<file path="src/mbm_pkg.sv">
// Shared types and constants for the mailbox and port B bus matching block
package mbm_pkg;

	typedef enum logic [1:0] {
		MBM_W36,
		MBM_W18,
		MBM_W9
	} mbm_width_e;

	typedef struct packed {
		mbm_width_e width;
		logic       big_endian;
	} mbm_cfg_s;

	typedef struct packed {
		logic chip_sel_n;
		logic direction;
		logic xfer_gate;
		logic mail_select;
	} mbm_port_s;

	localparam int          DATA_W      = 36;
	localparam logic [35:0] LANES_36    = 36'hF_FFFF_FFFF;
	localparam logic [35:0] LANES_18    = 36'h0_0003_FFFF;
	localparam logic [35:0] LANES_9     = 36'h0_0000_01FF;
	localparam logic [1:0]  LAST_IDX_36 = 2'h0;
	localparam logic [1:0]  LAST_IDX_18 = 2'h1;
	localparam logic [1:0]  LAST_IDX_9  = 2'h3;
	localparam logic [5:0]  SHIFT_18    = 6'h12;
	localparam logic [5:0]  SHIFT_9     = 6'h09;
	localparam mbm_cfg_s    CFG_RESET   = '{width: MBM_W36, big_endian: 1'b1};

	function automatic logic [35:0] lane_mask(input mbm_width_e w);
		case (w)
			MBM_W18: lane_mask = LANES_18;
			MBM_W9:  lane_mask = LANES_9;
			default: lane_mask = LANES_36;
		endcase
	endfunction : lane_mask

	function automatic logic [1:0] last_idx(input mbm_width_e w);
		case (w)
			MBM_W18: last_idx = LAST_IDX_18;
			MBM_W9:  last_idx = LAST_IDX_9;
			default: last_idx = LAST_IDX_36;
		endcase
	endfunction : last_idx

endpackage : mbm_pkg

</file>
<file path="src/mbm_mailbox.sv">
// One mailbox register with its vacancy flag
`timescale 1ns/1ps
module mbm_mailbox #(
	parameter int W = 36
) (
	input  wire logic         i_clk,
	input  wire logic         i_nrst,
	input  wire logic         i_clear,
	input  wire logic         i_write,
	input  wire logic         i_read,
	input  wire logic [W-1:0] i_data,
	input  wire logic [W-1:0] i_mask,
	output logic      [W-1:0] o_data,
	output logic              o_vacant
);

	logic [W-1:0] data;
	logic         vacant;
	logic [W-1:0] next_data;
	logic         next_vacant;
	logic         accept;

	always_comb begin
		accept      = i_write && vacant && !i_clear;
		next_data   = data;
		next_vacant = vacant;
		if (i_clear) begin
			next_vacant = 1'b1;
		end else begin
			if (i_read) begin
				next_vacant = 1'b1;
			end
			if (accept) begin
				next_data   = i_data & i_mask;
				next_vacant = 1'b0;
			end
		end
	end

	always_ff @(posedge i_clk or negedge i_nrst) begin
		if (!i_nrst) begin
			data   <= '0;
			vacant <= 1'b1;
		end else begin
			data   <= next_data;
			vacant <= next_vacant;
		end
	end

	assign o_data   = data;
	assign o_vacant = vacant;

	a_full_blocks_write: assert property (@(posedge i_clk) disable iff (!i_nrst)
		(!vacant && !i_read && !i_clear) |=> ($stable(data) && !vacant))
		else $error("write into unread mailbox changed it");

	a_write_stores: assert property (@(posedge i_clk) disable iff (!i_nrst)
		(i_write && vacant && !i_clear) |=> (!vacant && data == $past(i_data & i_mask)))
		else $error("accepted mail write not stored");

endmodule : mbm_mailbox

</file>
<file path="src/mbm_piece_sel.sv">
// Picks one port B piece of a long word by index, width and byte order
`timescale 1ns/1ps
module mbm_piece_sel (
	input  wire logic [35:0]         i_word,
	input  wire logic [1:0]          i_idx,
	input  wire mbm_pkg::mbm_cfg_s   i_cfg,
	output logic      [35:0]         o_piece
);

	logic [1:0] pos;

	always_comb begin
		pos     = i_cfg.big_endian ? (mbm_pkg::last_idx(i_cfg.width) - i_idx) : i_idx;
		o_piece = i_word;
		case (i_cfg.width)
			mbm_pkg::MBM_W18: o_piece = (i_word >> (pos * mbm_pkg::SHIFT_18)) & mbm_pkg::LANES_18;
			mbm_pkg::MBM_W9:  o_piece = (i_word >> (pos * mbm_pkg::SHIFT_9)) & mbm_pkg::LANES_9;
			default:          o_piece = i_word;
		endcase
	end

endmodule : mbm_piece_sel

</file>
<file path="src/mbm_top.sv">
// Mailboxes and port B bus matching between two ports and the FIFO memories
`timescale 1ns/1ps
module mbm_top (
	input  wire logic        i_clk,
	input  wire logic        i_nrst,
	input  wire logic        i_first_full_reset_n,
	input  wire logic        i_second_full_reset_n,
	input  wire logic        i_width_match_select,
	input  wire logic        i_narrow_width_select,
	input  wire logic        i_endian_order_select,
	input  wire logic        i_port_a_chip_sel_n,
	input  wire logic        i_port_a_direction,
	input  wire logic        i_port_a_xfer_gate,
	input  wire logic        i_port_a_mail_select,
	input  wire logic [35:0] i_a_data,
	output logic      [35:0] o_a_data,
	output logic             o_a_data_oe,
	input  wire logic        i_port_b_chip_sel_n,
	input  wire logic        i_port_b_direction,
	input  wire logic        i_port_b_xfer_gate,
	input  wire logic        i_port_b_mail_select,
	input  wire logic [35:0] i_b_data,
	output logic      [35:0] o_b_data,
	output logic             o_b_data_oe,
	input  wire logic [35:0] i_fifo2_out_word,
	input  wire logic [35:0] i_fifo1_word,
	input  wire logic        i_fifo1_valid,
	output logic             o_fifo1_pop,
	input  wire logic        i_port_b_room_flag,
	output logic      [35:0] o_fifo2_word,
	output logic             o_fifo2_push,
	output logic             o_mail_to_b_vacant,
	output logic             o_mail_to_a_vacant,
	output logic      [1:0]  o_port_b_width,
	output logic             o_big_endian
);

	mbm_pkg::mbm_port_s pa;
	mbm_pkg::mbm_port_s pb;
	mbm_pkg::mbm_cfg_s  cfg;
	mbm_pkg::mbm_cfg_s  next_cfg;
	mbm_pkg::mbm_width_e sel_width;
	logic               mrs_prev;
	logic               next_mrs_prev;
	logic               mrs_done;
	logic               mrs_rise;
	logic [35:0]        mask;
	logic [1:0]         last;

	logic               a_write;
	logic               a_read;
	logic               b_write;
	logic               b_read;
	logic               a_mail_wr;
	logic               a_mail_rd;
	logic               b_mail_wr;
	logic               b_mail_rd;
	logic [35:0]        mail_ab;
	logic [35:0]        mail_ba;

	logic [35:0]        out_reg;
	logic [35:0]        hold;
	logic [1:0]         rd_idx;
	logic [35:0]        next_out_reg;
	logic [35:0]        next_hold;
	logic [1:0]         next_rd_idx;
	logic               fifo_rd;
	logic               fetch;
	logic [35:0]        piece_src;
	logic [35:0]        piece;

	logic [35:0]        asm_word;
	logic [1:0]         wr_idx;
	logic [35:0]        f2_word;
	logic               push;
	logic [35:0]        next_asm_word;
	logic [1:0]         next_wr_idx;
	logic [35:0]        next_f2_word;
	logic               next_push;
	logic               fifo_wr;
	logic [1:0]         wr_pos;
	logic [5:0]         wr_shift;
	logic [35:0]        placed;

	assign pa = '{chip_sel_n: i_port_a_chip_sel_n, direction: i_port_a_direction,
	              xfer_gate: i_port_a_xfer_gate, mail_select: i_port_a_mail_select};
	assign pb = '{chip_sel_n: i_port_b_chip_sel_n, direction: i_port_b_direction,
	              xfer_gate: i_port_b_xfer_gate, mail_select: i_port_b_mail_select};

	// Configuration latch at master reset release
	assign mrs_done = i_first_full_reset_n && i_second_full_reset_n;
	assign mrs_rise = mrs_done && !mrs_prev;

	always_comb begin
		if (!i_width_match_select) begin
			sel_width = mbm_pkg::MBM_W36;
		end else if (!i_narrow_width_select) begin
			sel_width = mbm_pkg::MBM_W18;
		end else begin
			sel_width = mbm_pkg::MBM_W9;
		end
		next_mrs_prev = mrs_done;
		next_cfg      = cfg;
		if (mrs_rise) begin
			next_cfg.width      = sel_width;
			next_cfg.big_endian = i_endian_order_select;
		end
	end

	always_ff @(posedge i_clk or negedge i_nrst) begin
		if (!i_nrst) begin
			cfg      <= mbm_pkg::CFG_RESET;
			mrs_prev <= 1'b0;
		end else begin
			cfg      <= next_cfg;
			mrs_prev <= next_mrs_prev;
		end
	end

	assign mask           = mbm_pkg::lane_mask(cfg.width);
	assign last           = mbm_pkg::last_idx(cfg.width);
	assign o_port_b_width = cfg.width;
	assign o_big_endian   = cfg.big_endian;

	// Port access decode; port A writes with direction high, port B with direction low
	assign a_write   = !pa.chip_sel_n && pa.direction && pa.xfer_gate;
	assign a_read    = !pa.chip_sel_n && !pa.direction && pa.xfer_gate;
	assign b_write   = !pb.chip_sel_n && !pb.direction && pb.xfer_gate;
	assign b_read    = !pb.chip_sel_n && pb.direction && pb.xfer_gate;
	assign a_mail_wr = a_write && pa.mail_select;
	assign a_mail_rd = a_read && pa.mail_select;
	assign b_mail_wr = b_write && pb.mail_select;
	assign b_mail_rd = b_read && pb.mail_select;

	mbm_mailbox #(
		.W(mbm_pkg::DATA_W)
	) u_mail_a_to_b (
		.i_clk   (i_clk),
		.i_nrst  (i_nrst),
		.i_clear (!i_first_full_reset_n),
		.i_write (a_mail_wr),
		.i_read  (b_mail_rd),
		.i_data  (i_a_data),
		.i_mask  (mask),
		.o_data  (mail_ab),
		.o_vacant(o_mail_to_b_vacant)
	);

	mbm_mailbox #(
		.W(mbm_pkg::DATA_W)
	) u_mail_b_to_a (
		.i_clk   (i_clk),
		.i_nrst  (i_nrst),
		.i_clear (!i_second_full_reset_n),
		.i_write (b_mail_wr),
		.i_read  (a_mail_rd),
		.i_data  (i_b_data),
		.i_mask  (mask),
		.o_data  (mail_ba),
		.o_vacant(o_mail_to_a_vacant)
	);

	// Output drive; mailbox words bypass the piece logic
	assign o_a_data_oe = !pa.chip_sel_n && !pa.direction;
	assign o_b_data_oe = !pb.chip_sel_n && pb.direction;
	assign o_a_data    = pa.mail_select ? (mail_ba & mask) : i_fifo2_out_word;
	assign o_b_data    = pb.mail_select ? (mail_ab & mask) : out_reg;

	// FIFO1 unpacking into the port B output register
	assign fifo_rd     = b_read && !pb.mail_select && mrs_done;
	assign fetch       = fifo_rd && (rd_idx == 2'h0) && i_fifo1_valid;
	assign o_fifo1_pop = fetch;
	assign piece_src   = (rd_idx == 2'h0) ? i_fifo1_word : hold;

	mbm_piece_sel u_rd_piece (
		.i_word (piece_src),
		.i_idx  (rd_idx),
		.i_cfg  (cfg),
		.o_piece(piece)
	);

	always_comb begin
		next_out_reg = out_reg;
		next_hold    = hold;
		next_rd_idx  = rd_idx;
		if (!mrs_done) begin
			next_rd_idx = 2'h0;
		end else if (fetch || (fifo_rd && rd_idx != 2'h0)) begin
			next_out_reg = piece;
			if (fetch) begin
				next_hold = i_fifo1_word;
			end
			next_rd_idx = (rd_idx == last) ? 2'h0 : rd_idx + 2'h1;
		end
	end

	always_ff @(posedge i_clk or negedge i_nrst) begin
		if (!i_nrst) begin
			out_reg <= '0;
			hold    <= '0;
			rd_idx  <= 2'h0;
		end else begin
			out_reg <= next_out_reg;
			hold    <= next_hold;
			rd_idx  <= next_rd_idx;
		end
	end

	// FIFO2 packing from port B pieces
	assign fifo_wr = b_write && !pb.mail_select && i_port_b_room_flag && mrs_done;

	always_comb begin
		wr_pos   = cfg.big_endian ? (last - wr_idx) : wr_idx;
		wr_shift = 6'h00;
		case (cfg.width)
			mbm_pkg::MBM_W18: wr_shift = wr_pos[0] ? mbm_pkg::SHIFT_18 : 6'h00;
			mbm_pkg::MBM_W9:  wr_shift = 6'(wr_pos * mbm_pkg::SHIFT_9);
			default:          wr_shift = 6'h00;
		endcase
		placed        = (asm_word & ~(mask << wr_shift)) | ((i_b_data & mask) << wr_shift);
		next_asm_word = asm_word;
		next_wr_idx   = wr_idx;
		next_f2_word  = f2_word;
		next_push     = 1'b0;
		if (!mrs_done) begin
			next_wr_idx = 2'h0;
		end else if (fifo_wr) begin
			next_asm_word = placed;
			if (wr_idx == last) begin
				next_f2_word = placed;
				next_push    = 1'b1;
				next_wr_idx  = 2'h0;
			end else begin
				next_wr_idx = wr_idx + 2'h1;
			end
		end
	end

	always_ff @(posedge i_clk or negedge i_nrst) begin
		if (!i_nrst) begin
			asm_word <= '0;
			wr_idx   <= 2'h0;
			f2_word  <= '0;
			push     <= 1'b0;
		end else begin
			asm_word <= next_asm_word;
			wr_idx   <= next_wr_idx;
			f2_word  <= next_f2_word;
			push     <= next_push;
		end
	end

	assign o_fifo2_word = f2_word;
	assign o_fifo2_push = push;

	a_cfg_latch: assert property (@(posedge i_clk) disable iff (!i_nrst)
		mrs_rise |=> (cfg.big_endian == $past(i_endian_order_select) && cfg.width == $past(sel_width)))
		else $error("configuration not latched at master reset release");

	a_cfg_hold: assert property (@(posedge i_clk) disable iff (!i_nrst)
		(mrs_done && mrs_prev) |=> $stable(cfg))
		else $error("configuration changed outside master reset");

	a_width_decode: assert property (@(posedge i_clk) disable iff (!i_nrst)
		(mrs_rise && !i_width_match_select) |=> cfg.width == mbm_pkg::MBM_W36)
		else $error("width match low did not select long word");

	a_mail_lanes: assert property (@(posedge i_clk) disable iff (!i_nrst)
		(pb.mail_select && o_b_data_oe) |-> ((o_b_data & ~mask) == 36'h0_0000_0000))
		else $error("mailbox drove lanes beyond port B width");

	a_b_read_frees: assert property (@(posedge i_clk) disable iff (!i_nrst)
		(b_mail_rd && !a_mail_wr && i_first_full_reset_n) |=> o_mail_to_b_vacant)
		else $error("port B mailbox read left flag low");

	a_long_pass: assert property (@(posedge i_clk) disable iff (!i_nrst)
		(fetch && cfg.width == mbm_pkg::MBM_W36) |=> (out_reg == $past(i_fifo1_word) && rd_idx == 2'h0))
		else $error("long word read did not load whole word");

	a_word_push: assert property (@(posedge i_clk) disable iff (!i_nrst)
		(cfg.width == mbm_pkg::MBM_W18 && fifo_wr && wr_idx == 2'h1)
		|=> (o_fifo2_push && o_fifo2_word == $past(placed)))
		else $error("second word did not push long word");

	a_no_early_push: assert property (@(posedge i_clk) disable iff (!i_nrst)
		(fifo_wr && wr_idx != last) |=> !o_fifo2_push)
		else $error("partial long word pushed");

	a_single_pop: assert property (@(posedge i_clk) disable iff (!i_nrst)
		(fetch && cfg.width == mbm_pkg::MBM_W9) |=> !o_fifo1_pop [*3])
		else $error("byte read popped memory before long word used up");

endmodule : mbm_top

</file>
<file path="config.mk">
export PLATFORM = sky130hd
export DESIGN_NAME = mbm_top
export DESIGN_NICKNAME = d
export VERILOG_FILES = /design/src/mbm_pkg.sv /design/src/mbm_mailbox.sv /design/src/mbm_piece_sel.sv /design/src/mbm_top.sv
export SDC_FILE = /design/constraint.sdc
export NUM_CORES = 1
export LEC_CHECK = 0
export BUFFER_PORTS_ARGS = -buffer_cell sky130_fd_sc_hd__buf_2
export CAP_MARGIN = 15
export CELL_PAD_IN_SITES_DETAIL_PLACEMENT = 1
export CELL_PAD_IN_SITES_GLOBAL_PLACEMENT = 1
export CORE_MARGIN = 3
export CORE_UTILIZATION = 39
export CTS_BUF_LIST = sky130_fd_sc_hd__clkbuf_8
export CTS_CLUSTER_SIZE = 28
export DETAILED_ROUTE_END_ITERATION = 8
export GPL_ROUTABILITY_DRIVEN = 1
export GPL_TIMING_DRIVEN = 0
export PLACE_DENSITY = 0.8
export SLEW_MARGIN = 0
export SYNTH_ARGS = -nofsm -noshare
export SYNTH_HDL_FRONTEND = slang
export SYNTH_HIERARCHICAL = 1
export SYNTH_SLANG_ARGS = --single-unit
</file>
<file path="constraint.sdc">
create_clock -name i_clk -period 3.05 [get_ports i_clk]
set_input_delay 0.61 -clock i_clk [delete_from_list [all_inputs] [get_ports i_clk]]
set_output_delay 0.61 -clock i_clk [all_outputs]
set_load 0.05 [all_outputs]
</file>
* After elaboration in Yosys (flattened, before gate mapping)
Index checks and enable logic that the tools add are counted.
** Word-level totals
- Flip-flop bits (word level) :: 227
- Bits of input ports :: 161
- Word-level logic and storage cells :: 108
** Operators by class
- Add/sub/neg operators :: 4
- $mul :: 3
- Equality and inequality tests :: 8
- Shifts and indexed selects :: 4
- Muxes and demuxes :: 27
- Bitwise operators :: 7
- Reduce and logical (&&, ||, !) cells :: 41
** Operator list (number)
- $and A36 B36 Y36 :: 5
- $pmux W36 S2 :: 2
- $mux W36 :: 3
- $shl A36 B6 Y36 :: 2
- $not A36 Y36 :: 1
- $or A36 B36 Y36 :: 1
- $shr A36 B6 Y18 :: 1
- $shr A36 B6 Y9 :: 1
- $logic_and A1 B1 Y1 :: 26
- $mux W2 :: 10
- $mul A2 B4 Y6 const B :: 2
- $pmux W6 S2 :: 1
- $mux W1 :: 9
- $reduce_and A2 Y1 :: 4
- $logic_not A1 Y1 :: 6
- $ne A3 B1 Y1 const B :: 2
- $reduce_and A3 Y1 :: 2
- $mul A2 B4 Y5 const B :: 1
- $mux W5 :: 1
- $add A2 B1 Y2 const B :: 2
- $eq A2 B2 Y1 :: 2
- $ne A2 B1 Y1 const B :: 2
- $pmux W2 S2 :: 1
- $sub A2 B2 Y2 :: 2
- other kinds (5) :: 5

* Logic depth before layout (Yosys ltp)
Gate-level depths: netlist of run 1.
- Depth in word-level cells :: 10
- Gate-level depth with buffers :: 11
- Depth with buffers taken out :: 9

* Hierarchy
Netlist of run 1, hierarchy kept.
** By module, submodules not included
- mbm_top :: times used 1, cells an instance 873, area each 8443.1 um^2
- mbm_mailbox :: times used 2, cells an instance 153, area each 1656.6 um^2
- mbm_piece_sel :: times used 1, cells an instance 164, area each 1149.9 um^2

* Worst setup path before layout of run 1
No wires, ideal clock.
- Kind :: reg-to-output
- Start point :: reg cfg, in the netlist o_port_b_width[0]
- End point :: out o_b_data[25]
- Arrival time :: 3.261 ns
- Required time :: 2.440 ns
- Path slack :: -0.821 ns
- Stages on the path, launching flop included :: 9
- Buffers on the path :: 3
- Cells stage by stage :: dfrtp_1 > inv_1 > ha_1 > buf_2 > and2_1 > clkbuf_1 > clkbuf_1 > nand2_1 > o21ai_0
** Between the ends
- Cells in the longest elaborated chain, start to end :: 4
** RTL lines
- from (decl) :: RTL line mbm_top.sv:40 : mbm_pkg::mbm_cfg_s cfg;
- from (signal assigned) :: RTL line mbm_top.sv:112 : cfg <= mbm_pkg::CFG_RESET;
- from (signal assigned) :: RTL line mbm_top.sv:115 : cfg <= next_cfg;
- $eq A2 B2 Y1 / $eq A2 B1 Y1 (equally long branches) :: RTL line mbm_pkg.sv:34 : case (w)
- $pmux W36 S2 * :: RTL line mbm_pkg.sv:34
- $and A36 B36 Y36 * :: RTL line mbm_top.sv:167 : assign o_b_data = pb.mail_select ? (mail_ab & mask) : out_reg;
- $mux W36 * :: RTL line mbm_top.sv:167
- to (decl) :: RTL line mbm_top.sv:23 : output logic [35:0] o_b_data,
Mark *: on every way between the ends. The rest lies on a longest branch, timed or not.

* Worst setup path in the final report of run 1
- Start point :: reg cfg, in the netlist o_port_b_width[1]
- End point :: out o_b_data[25]
The elaborated chain is that of the path after synthesis.

==> flow_results.org, run 1 <==
** Timing
- Final hold violations :: 0
- For the pin with the worst max-slew slack, the measured transition is between 0.8 and 0.9 ns.
- For the final routed database, the setup TNS stands at 0 ns.
- Between clock sinks in the finished design, the worst skew comes to around 0.027 ns.
- Number of setup violations in the final report :: 0
- Max Fclk :: between 0.3 and 0.4 GHz
- Across all hold checks on the routed design, the worst slack comes to around 0.28 ns.
- The number of max-slew violations in the final report came to 0.
- Once routing completed, OpenROAD measured the worst setup slack at approximately 0.086 ns.
- Final Cycle Share :: roughly 97%
- Minimum period implied by the final worst setup slack :: approximately 3.0 ns
- Measured against its own limit, the worst slew margin works out to between 40% and 50%.
- Setup repair after global routing could not meet its margin everywhere.

** Synth
- Synthesis instantiated around 90 different standard cells from the library.
- In this run the cell area of the synthesized design comes to around 13,000 µm².
- In the synthesized netlist the async set-or-reset flop fraction comes to between 90% and 100%.
- In this run the biggest area consumer among cell types represents 43.4% of the synthesized area.
- Commonest register cell after synthesis :: dfrtp_1
- Count of flip-flops with a built-in enable after synthesis :: 0
- Number of synthesized register bits :: between 200 and 250
- Mean Syn Cell Area :: ~9.6 µm²
- Synth Instances :: ~1,300
- The synthesized design spends more area on one cell type than any other, namely dfrtp_1.
- Sorting the synthesized cells by area gives the leading types as dfrtp_1 43%, mux2_2 10%, mux2i_1 6.7%.
- Register area share after synthesis :: between 40% and 50%
- For this run, the number of Yosys warnings is 6.

** Power
- Combinational Power Share :: a little over a third
- Summed over all nets, the switching power comes to ~4.3 mW.
- Registers are responsible for between 30% and 40% of the overall power.
- Max VDD drop :: 0.363 mV
- Power comes to between 10 and 15 mW.
- In this run the power density over the cells is 657 nW/µm².
- Of the total power, the share spent switching nets is about two fifths.
- Cell internal power was estimated by the tool at approximately 6.5 mW.
- For this design the static power due to leakage is roughly 8 nW.
- Clock network power share :: a little over a quarter

** Floorplanning
- Initial standard-cell utilization of the core :: 40.3%
- Number of placement rows :: 65
- Die Height :: 188 µm
- around 280 I/O pins were placed.
- Horizontal die dimension :: roughly 190 µm
- The die covers 35,300 µm².
- The core region is roughly 32,000 µm².

** Routing
- The routed design has ~48 mm of wire.
- The detail route stage leaves a number of antenna-violating nets equal to 0.
- After detailed routing, the average wire length per cell comes to 22.0 µm.
- DRC violation total after the first TritonRoute iteration :: a little under 800
- Vias after detailed routing :: ~12,000
- In the routed design, unresolved DRC markers number 0.
- The first TritonRoute pass finished after 5 iterations.
- After detailed routing, the number of vias per cell comes to between 5 and 6.

** Global route
- GRT met2 Usage :: approximately 43%
- Maximum number of pins on one net before global-route repair :: 100
- The number of antenna violations at the first check in global routing came to 2.
- For this run, the total global-route usage over all layers was measured as 26.1%.
- Global-route met3 utilization :: ~5.6%
- After global routing the overflow that remains totals 0.
- Number of global-route vias before repair :: 12,500
- Met1 Use GR :: between 30% and 40%
- First-pass GRT wire length :: between 70 and 80 mm
- Grt peak-use layer :: met2

** Final layout
- Layout overhead on the synthesized area :: 27.6%
- Of the cells placed in the final design, the portion with a size suffix greater than 1 is 34.3%.
- In the final design database the tool counted between 1,500 and 2,000 nets.
- In the layout the commonest cells are 250 x buf_2, 222 x dfrtp_1, 204 x nand2_1.
- The layout has about 3,700 filler cells.
- Cell area after layout :: between 15,000 and 20,000 µm²
- Registers take around 5700 µm².
- Area taken by multi-input logic gates :: about 6500 µm²
- Most common library cell in the layout ignoring fill and taps :: buf_2

** CTS
- TritonCTS built the clock tree.
- The tree is rooted in a clkbuf_8.
- Clock latency on the worst-skew pair, taken at its later pin, is just under 0.6 ns.
- The clock tree synthesis step divided the H-tree into 2 levels.
- CTS sink count :: about 230
- Counting the buffers created by CTS gives 43.
- Max Buffers Root-to-Sink :: 3
- Clock-pin transition on the worst setup and hold timing paths :: roughly 0.060 ns

** Worst setup path
- In this design, the stage delay of the slowest critical-path cell is about 0.47 ns.
- At the worst endpoint, the required time is 2.44 ns.
- Counting stages on the worst path, the most repeated cell is buf_4.
- Traced cell by cell, the critical path runs through ha_4 > buf_6 > and2_4 > buf_4 > nand2_1 > o21ai_2 > buf_4.
- Data arrives at the worst endpoint at approximately 2.4 ns.
- Setup crit start kind :: flop
- On the critical path, the stage with the largest delay is an instance of dfrtp_2.
- Crit path max fanout :: 10
- By startpoint and endpoint, the worst setup path is classified as flop to primary output.
- The worst setup path is captured at a primary output.

** Worst hold path
- Worst Hold Class :: primary input to flop

** Place
- In this run the cell area measured after placement is approximately 15,000 µm².
- The count of buffers added on input and output ports is ~280.
- Routability congestion estimate :: 0.939
- Total half-perimeter wirelength after legalization and detailed placement :: roughly 35 mm
- Worst setup slack before clock tree synthesis :: -0.680 ns

** Run status
- Run status :: finished clean

** Job
- Number of violations of the max-capacitance limit :: 0
[power by group through the flow]
| stage | combinational [mW] | clock, mW | sequential, mW |
|---|---|---|---|
| 5_1_grt | 4.14 | 3.14 | 4.09 |
| 3_5_place_dp | 3.57 | 0 | 4.05 |
| 6_report | 3.87 | 2.93 | 4.01 |
| 3_3_place_gp | 3.48 | 0 | 4.01 |
| 4_1_cts | 3.75 | 2.99 | 4.01 |
| 2_1_floorplan | 2.23 | 0 | 4.31 |
[critical path, delay by kind of cell, from the launching register on]
kind / cells / cell delay (ns)
buffers and inverters: 3 / 0.60
AOI/OAI and AO/OA: 1 / 0.07
DFF: 1 / 0.47
adders and majority gates: 1 / 0.32
and+or+nand+nor: 2 / 0.34
[synth_stat cells (10+ instances only)]
| cell type | number |
|---|---|
| o21ai_0 | 104 |
| o211ai_1 | 10 |
| a31oi_1 | 26 |
| mux2i_1 | 86 |
| dfrtp_1 | 224 |
| nor2_1 | 47 |
| nand2_1 | 204 |
| a221oi_1 | 11 |
| inv_1 | 159 |
| a21oi_1 | 27 |
| and2_1 | 28 |
| a22o_1 | 15 |
| nor2b_1 | 21 |
| mux2_2 | 116 |
| buf_2 | 18 |
| clkbuf_1 | 39 |
[layer usage]
layer,vias to the layer above,wire length (µm)
li1,5317,-
met1,5867,21000
met5,-,0
met2,438,22400
met3,86,3200
met4,0,1080
[final cells by class]
type / count / share of cell area, %
diodes: 1 / 0.0152
inverters: 160 / 3.66
repair buffers: 295 / 10.6
multi-input cells: 897 / 39.4
clock inverters: 27 / 0.927
flip-flops and latches: 227 / 34.5
plain buffers: 76 / 3.32
clock buffers: 50 / 4.18
well taps: 435 / 3.31
[per-stage QoR]
step	util, %	instances
floorplan	-	1360
global placement	46.8	2072
detailed placement	47.0	2074
CTS	50.4	2155
global route	51.4	2168
finish	51.4	2168
[cell families (layout without fill, tap and decap cells)]
group,after synthesis,count (layout),synth area share (%)
AND/OR/NAND/NOR,365,366,13.4
buffers and inverters,238,608,8.26
other,1,19,0.0291
adder cells (fa/ha/maj),7,7,0.679
AO/OA/AOI/OAI,288,289,15.4
flip-flops,227,227,44.0
XOR/XNOR,7,7,0.533
multiplexers,210,210,17.7
[what timing repair did]
action,CTS,global route
hold endpoints to repair,32,0
setup endpoints to repair,133,95
gates cloned,0,4
hold buffers,1,0
buffers inserted,5,8
gates resized for setup,74,65
pin swaps,2,7
[path summary, 6_finish.rpt]
check	to	start	cells past startpoint	slack, ns
worst min register to register	asm_word[8]	asm_word[8]	1	0.48
worst max-delay path	o_b_data[25]	o_port_b_width[1]	7	0.09
worst max register to register	asm_word[9]	o_port_b_width[0]	12	0.09
max in group asynchronous	asm_word[5]	i_nrst	4	1.24
min in group asynchronous	hold[18]	i_nrst	2	0.51
worst min-delay path	u_mail_a_to_b/o_data[15]	i_a_data[15]	3	0.28
(Power assumes the default switching activity.)
==> run 2: changes to the inputs <==
- GPL_TIMING_DRIVEN: 0 -> unset
==> flow_results.org, run 2 (same netlist as run 1, synthesis figures left out) <==
** Run status
- The run finished with clean final reports.

** Floorplanning
- In this run the vertical extent of the chip is approximately 190 µm.
- Core box area :: 32,000 µm²
- Initial standard-cell utilization of the core :: 40.3%
- Number of placement rows :: 65
- Area of the die :: 35,300 µm²
- From left edge to right edge, the die measures around 190 µm.
- I/O pins :: between 200 and 300

** Timing
- Max Transition Viols Final :: 0
- The tightest hold path in the finished design has a slack of roughly 0.035 ns.
- Summed over all failing endpoints, the final setup total negative slack is 0 ns.
- Final hold violations :: 0
- Final Cycle Share :: a little over nine tenths
- Final worst clock skew :: about 0.026 ns
- For this run, the top clock speed supported by timing is between 0.3 and 0.4 GHz.
- Headroom to the max-slew limit :: between 50% and 60%
- At the pin with the least slew margin, the transition time is approximately 0.7 ns.
- Number of setup violations in the final report :: 0
- After layout, the minimum clock period comes to 2.92 ns.

** CTS
- Clock-pin slew was measured on the worst setup and hold paths at 0.06 ns.
- Clock buffers created by TritonCTS :: 43
- Max Buffers Root-to-Sink :: 3
- The clock tree synthesis step divided the H-tree into 2 levels.
- Clock tree synthesis selected as its root buffer the cell clkbuf_8.
- TritonCTS built the clock tree.
- At the later pin of the worst-skew pair, clock insertion delay measures about 0.55 ns.
- The tree built by TritonCTS fans out to around 230 sinks.

** Final layout
- Layout overhead on the synthesized area :: 24.2%
- The library cell used most frequently in the layout, excluding fill and tap cells, is buf_2.
- The finished cells cover between 15,000 and 20,000 µm².
- In the final layout, the share of cells above drive strength 1 is between 30% and 40%.
- Top library cells by usage in the layout, fill and taps aside :: 265 x buf_2, 223 x dfrtp_1, 204 x nand2_1
- The repair_antennas step left the layout with diodes totalling 0.
- Utilization after layout :: 50.0%
- Number of nets in the layout :: between 1,500 and 2,000

** Worst setup path
- Category of the critical setup timing path :: flop to primary output
- The worst setup path is captured at a primary output.
- Crit path max fanout :: 19
- CP Data Required Time :: about 2.4 ns
- STA classifies the critical path startpoint as a flop.
- Data on the critical path arrives at its endpoint at 2.31 ns.

** Global route
- Number of global-route vias before repair :: about 12,000
- Total Routing Usage GR :: 25.3%
- The total overflow left after global routing is 0.
- Initial antenna violation count :: 4
- The first global-routing pass estimated 70.9 mm of wire.
- Maximum number of pins on one net before global-route repair :: 80

** Routing
- Routed len/inst :: ~22 µm
- First-pass iteration count of the detailed router :: 5
- Post-DRT Antenna Nets :: 0
- Vias after detailed routing :: 11,400
- DRC violation total after the first TritonRoute iteration :: 693
- DRC viols :: 0
- Dividing the detail-routed via count by the number of cells gives 5.38.
- Total Wirelength :: around 46 mm

** Power
- VDD sags by at most 0.305 mV.
- Leakage power :: roughly 8 nW
- The completed layout was analyzed and its total power is between 10 and 15 mW.
- Dividing total power by cell area gives a power density of between 600 and 700 nW/µm².

** Worst hold path
- In this run the worst hold path is classified as primary input to asynchronous set/reset pin.

** Place
- Total half-perimeter wirelength after legalization and detailed placement :: between 30 and 40 mm
- In this run the cell area measured after placement is ~15,000 µm².
- Input and output buffers added on the ports amount to around 280.
- At the end of routability-driven placement, the weighted congestion stood at just under 0.9.

** Job
- Across the run, the number of max-cap violations was 0.
-- run 2: area by class of cell --
cell class / count / area, µm²
well taps: 435 / 544
multi-input cells: 895 / 6360
flip-flops and latches: 227 / 5690
fillers: 3782 / 16000
inverters: 160 / 601
repair buffers: 335 / 2020
clock inverters: 20 / 81.3
clock buffers: 54 / 743
-- run 2: worst paths after layout --
kind	startpoint	endpoint	slack [ns]	cells after the start
worst max-delay path	o_port_b_width[0]	o_b_data[24]	0.13	8
worst min-delay path	i_nrst	hold[33]	0.03	1
worst max register to register	o_port_b_width[0]	asm_word[18]	0.15	8
worst min register to register	asm_word[17]	asm_word[17]	0.49	1
max in group asynchronous	i_nrst	asm_word[19]	2.22	2
min in group i_clk	i_fifo1_word[32]	hold[32]	0.31	2
-- run 2: metrics by stage --
| stage | worst slack (ns) | instances |
|---|---|---|
| after CTS | 0.000153 | 2124 |
| after detailed placement | 0.00408 | 2049 |
| final | 0.128 | 2126 |
| after global routing | -0.0155 | 2126 |
| after floorplan | 0.0215 | 1360 |
| after global placement | 0.121 | 2049 |
-- run 2: repair_timing --
| action | CTS | global route |
|---|---|---|
| cloned | 1 | 1 |
| setup buffers | 0 | 1 |
| pin swaps | 0 | 2 |
| gates resized for setup | 14 | 9 |
| setup endpoints to repair | 39 | 59 |
| hold buffers | 0 | 0 |
-- run 2: layer usage --
| metal | GRT usage [%] | part of all wire [%] | up-vias |
|---|---|---|---|
| met1 | 33.8 | 44 | 5759 |
| li1 | - | - | 5226 |
| met2 | 41.4 | 47 | 378 |
| met4 | 6.44 | 2.3 | 8 |
| met3 | 6.21 | 7.4 | 74 |
| met5 | 0 | 0.10 | - |
-- run 2: critical path, cell delays in order, from the launching register on --
cell and delay, ns:
dfrtp_2 0.39, inv_1 0.10, ha_4 0.32, buf_16 0.18, and2_4 0.21, buf_4 0.16, nand2_1 0.05, o21ai_0 0.07
buf_2 0.30
-- run 2: where the power goes --
| group | internal (mW) | leakage, nW | switching, mW |
|---|---|---|---|
| clock | 1.58 | 0.488 | 1.30 |
| combinational | 1.19 | 4.66 | 2.51 |
| sequential | 3.66 | 2.81 | 0.389 |
| total | 6.43 | 7.95 | 4.20 |
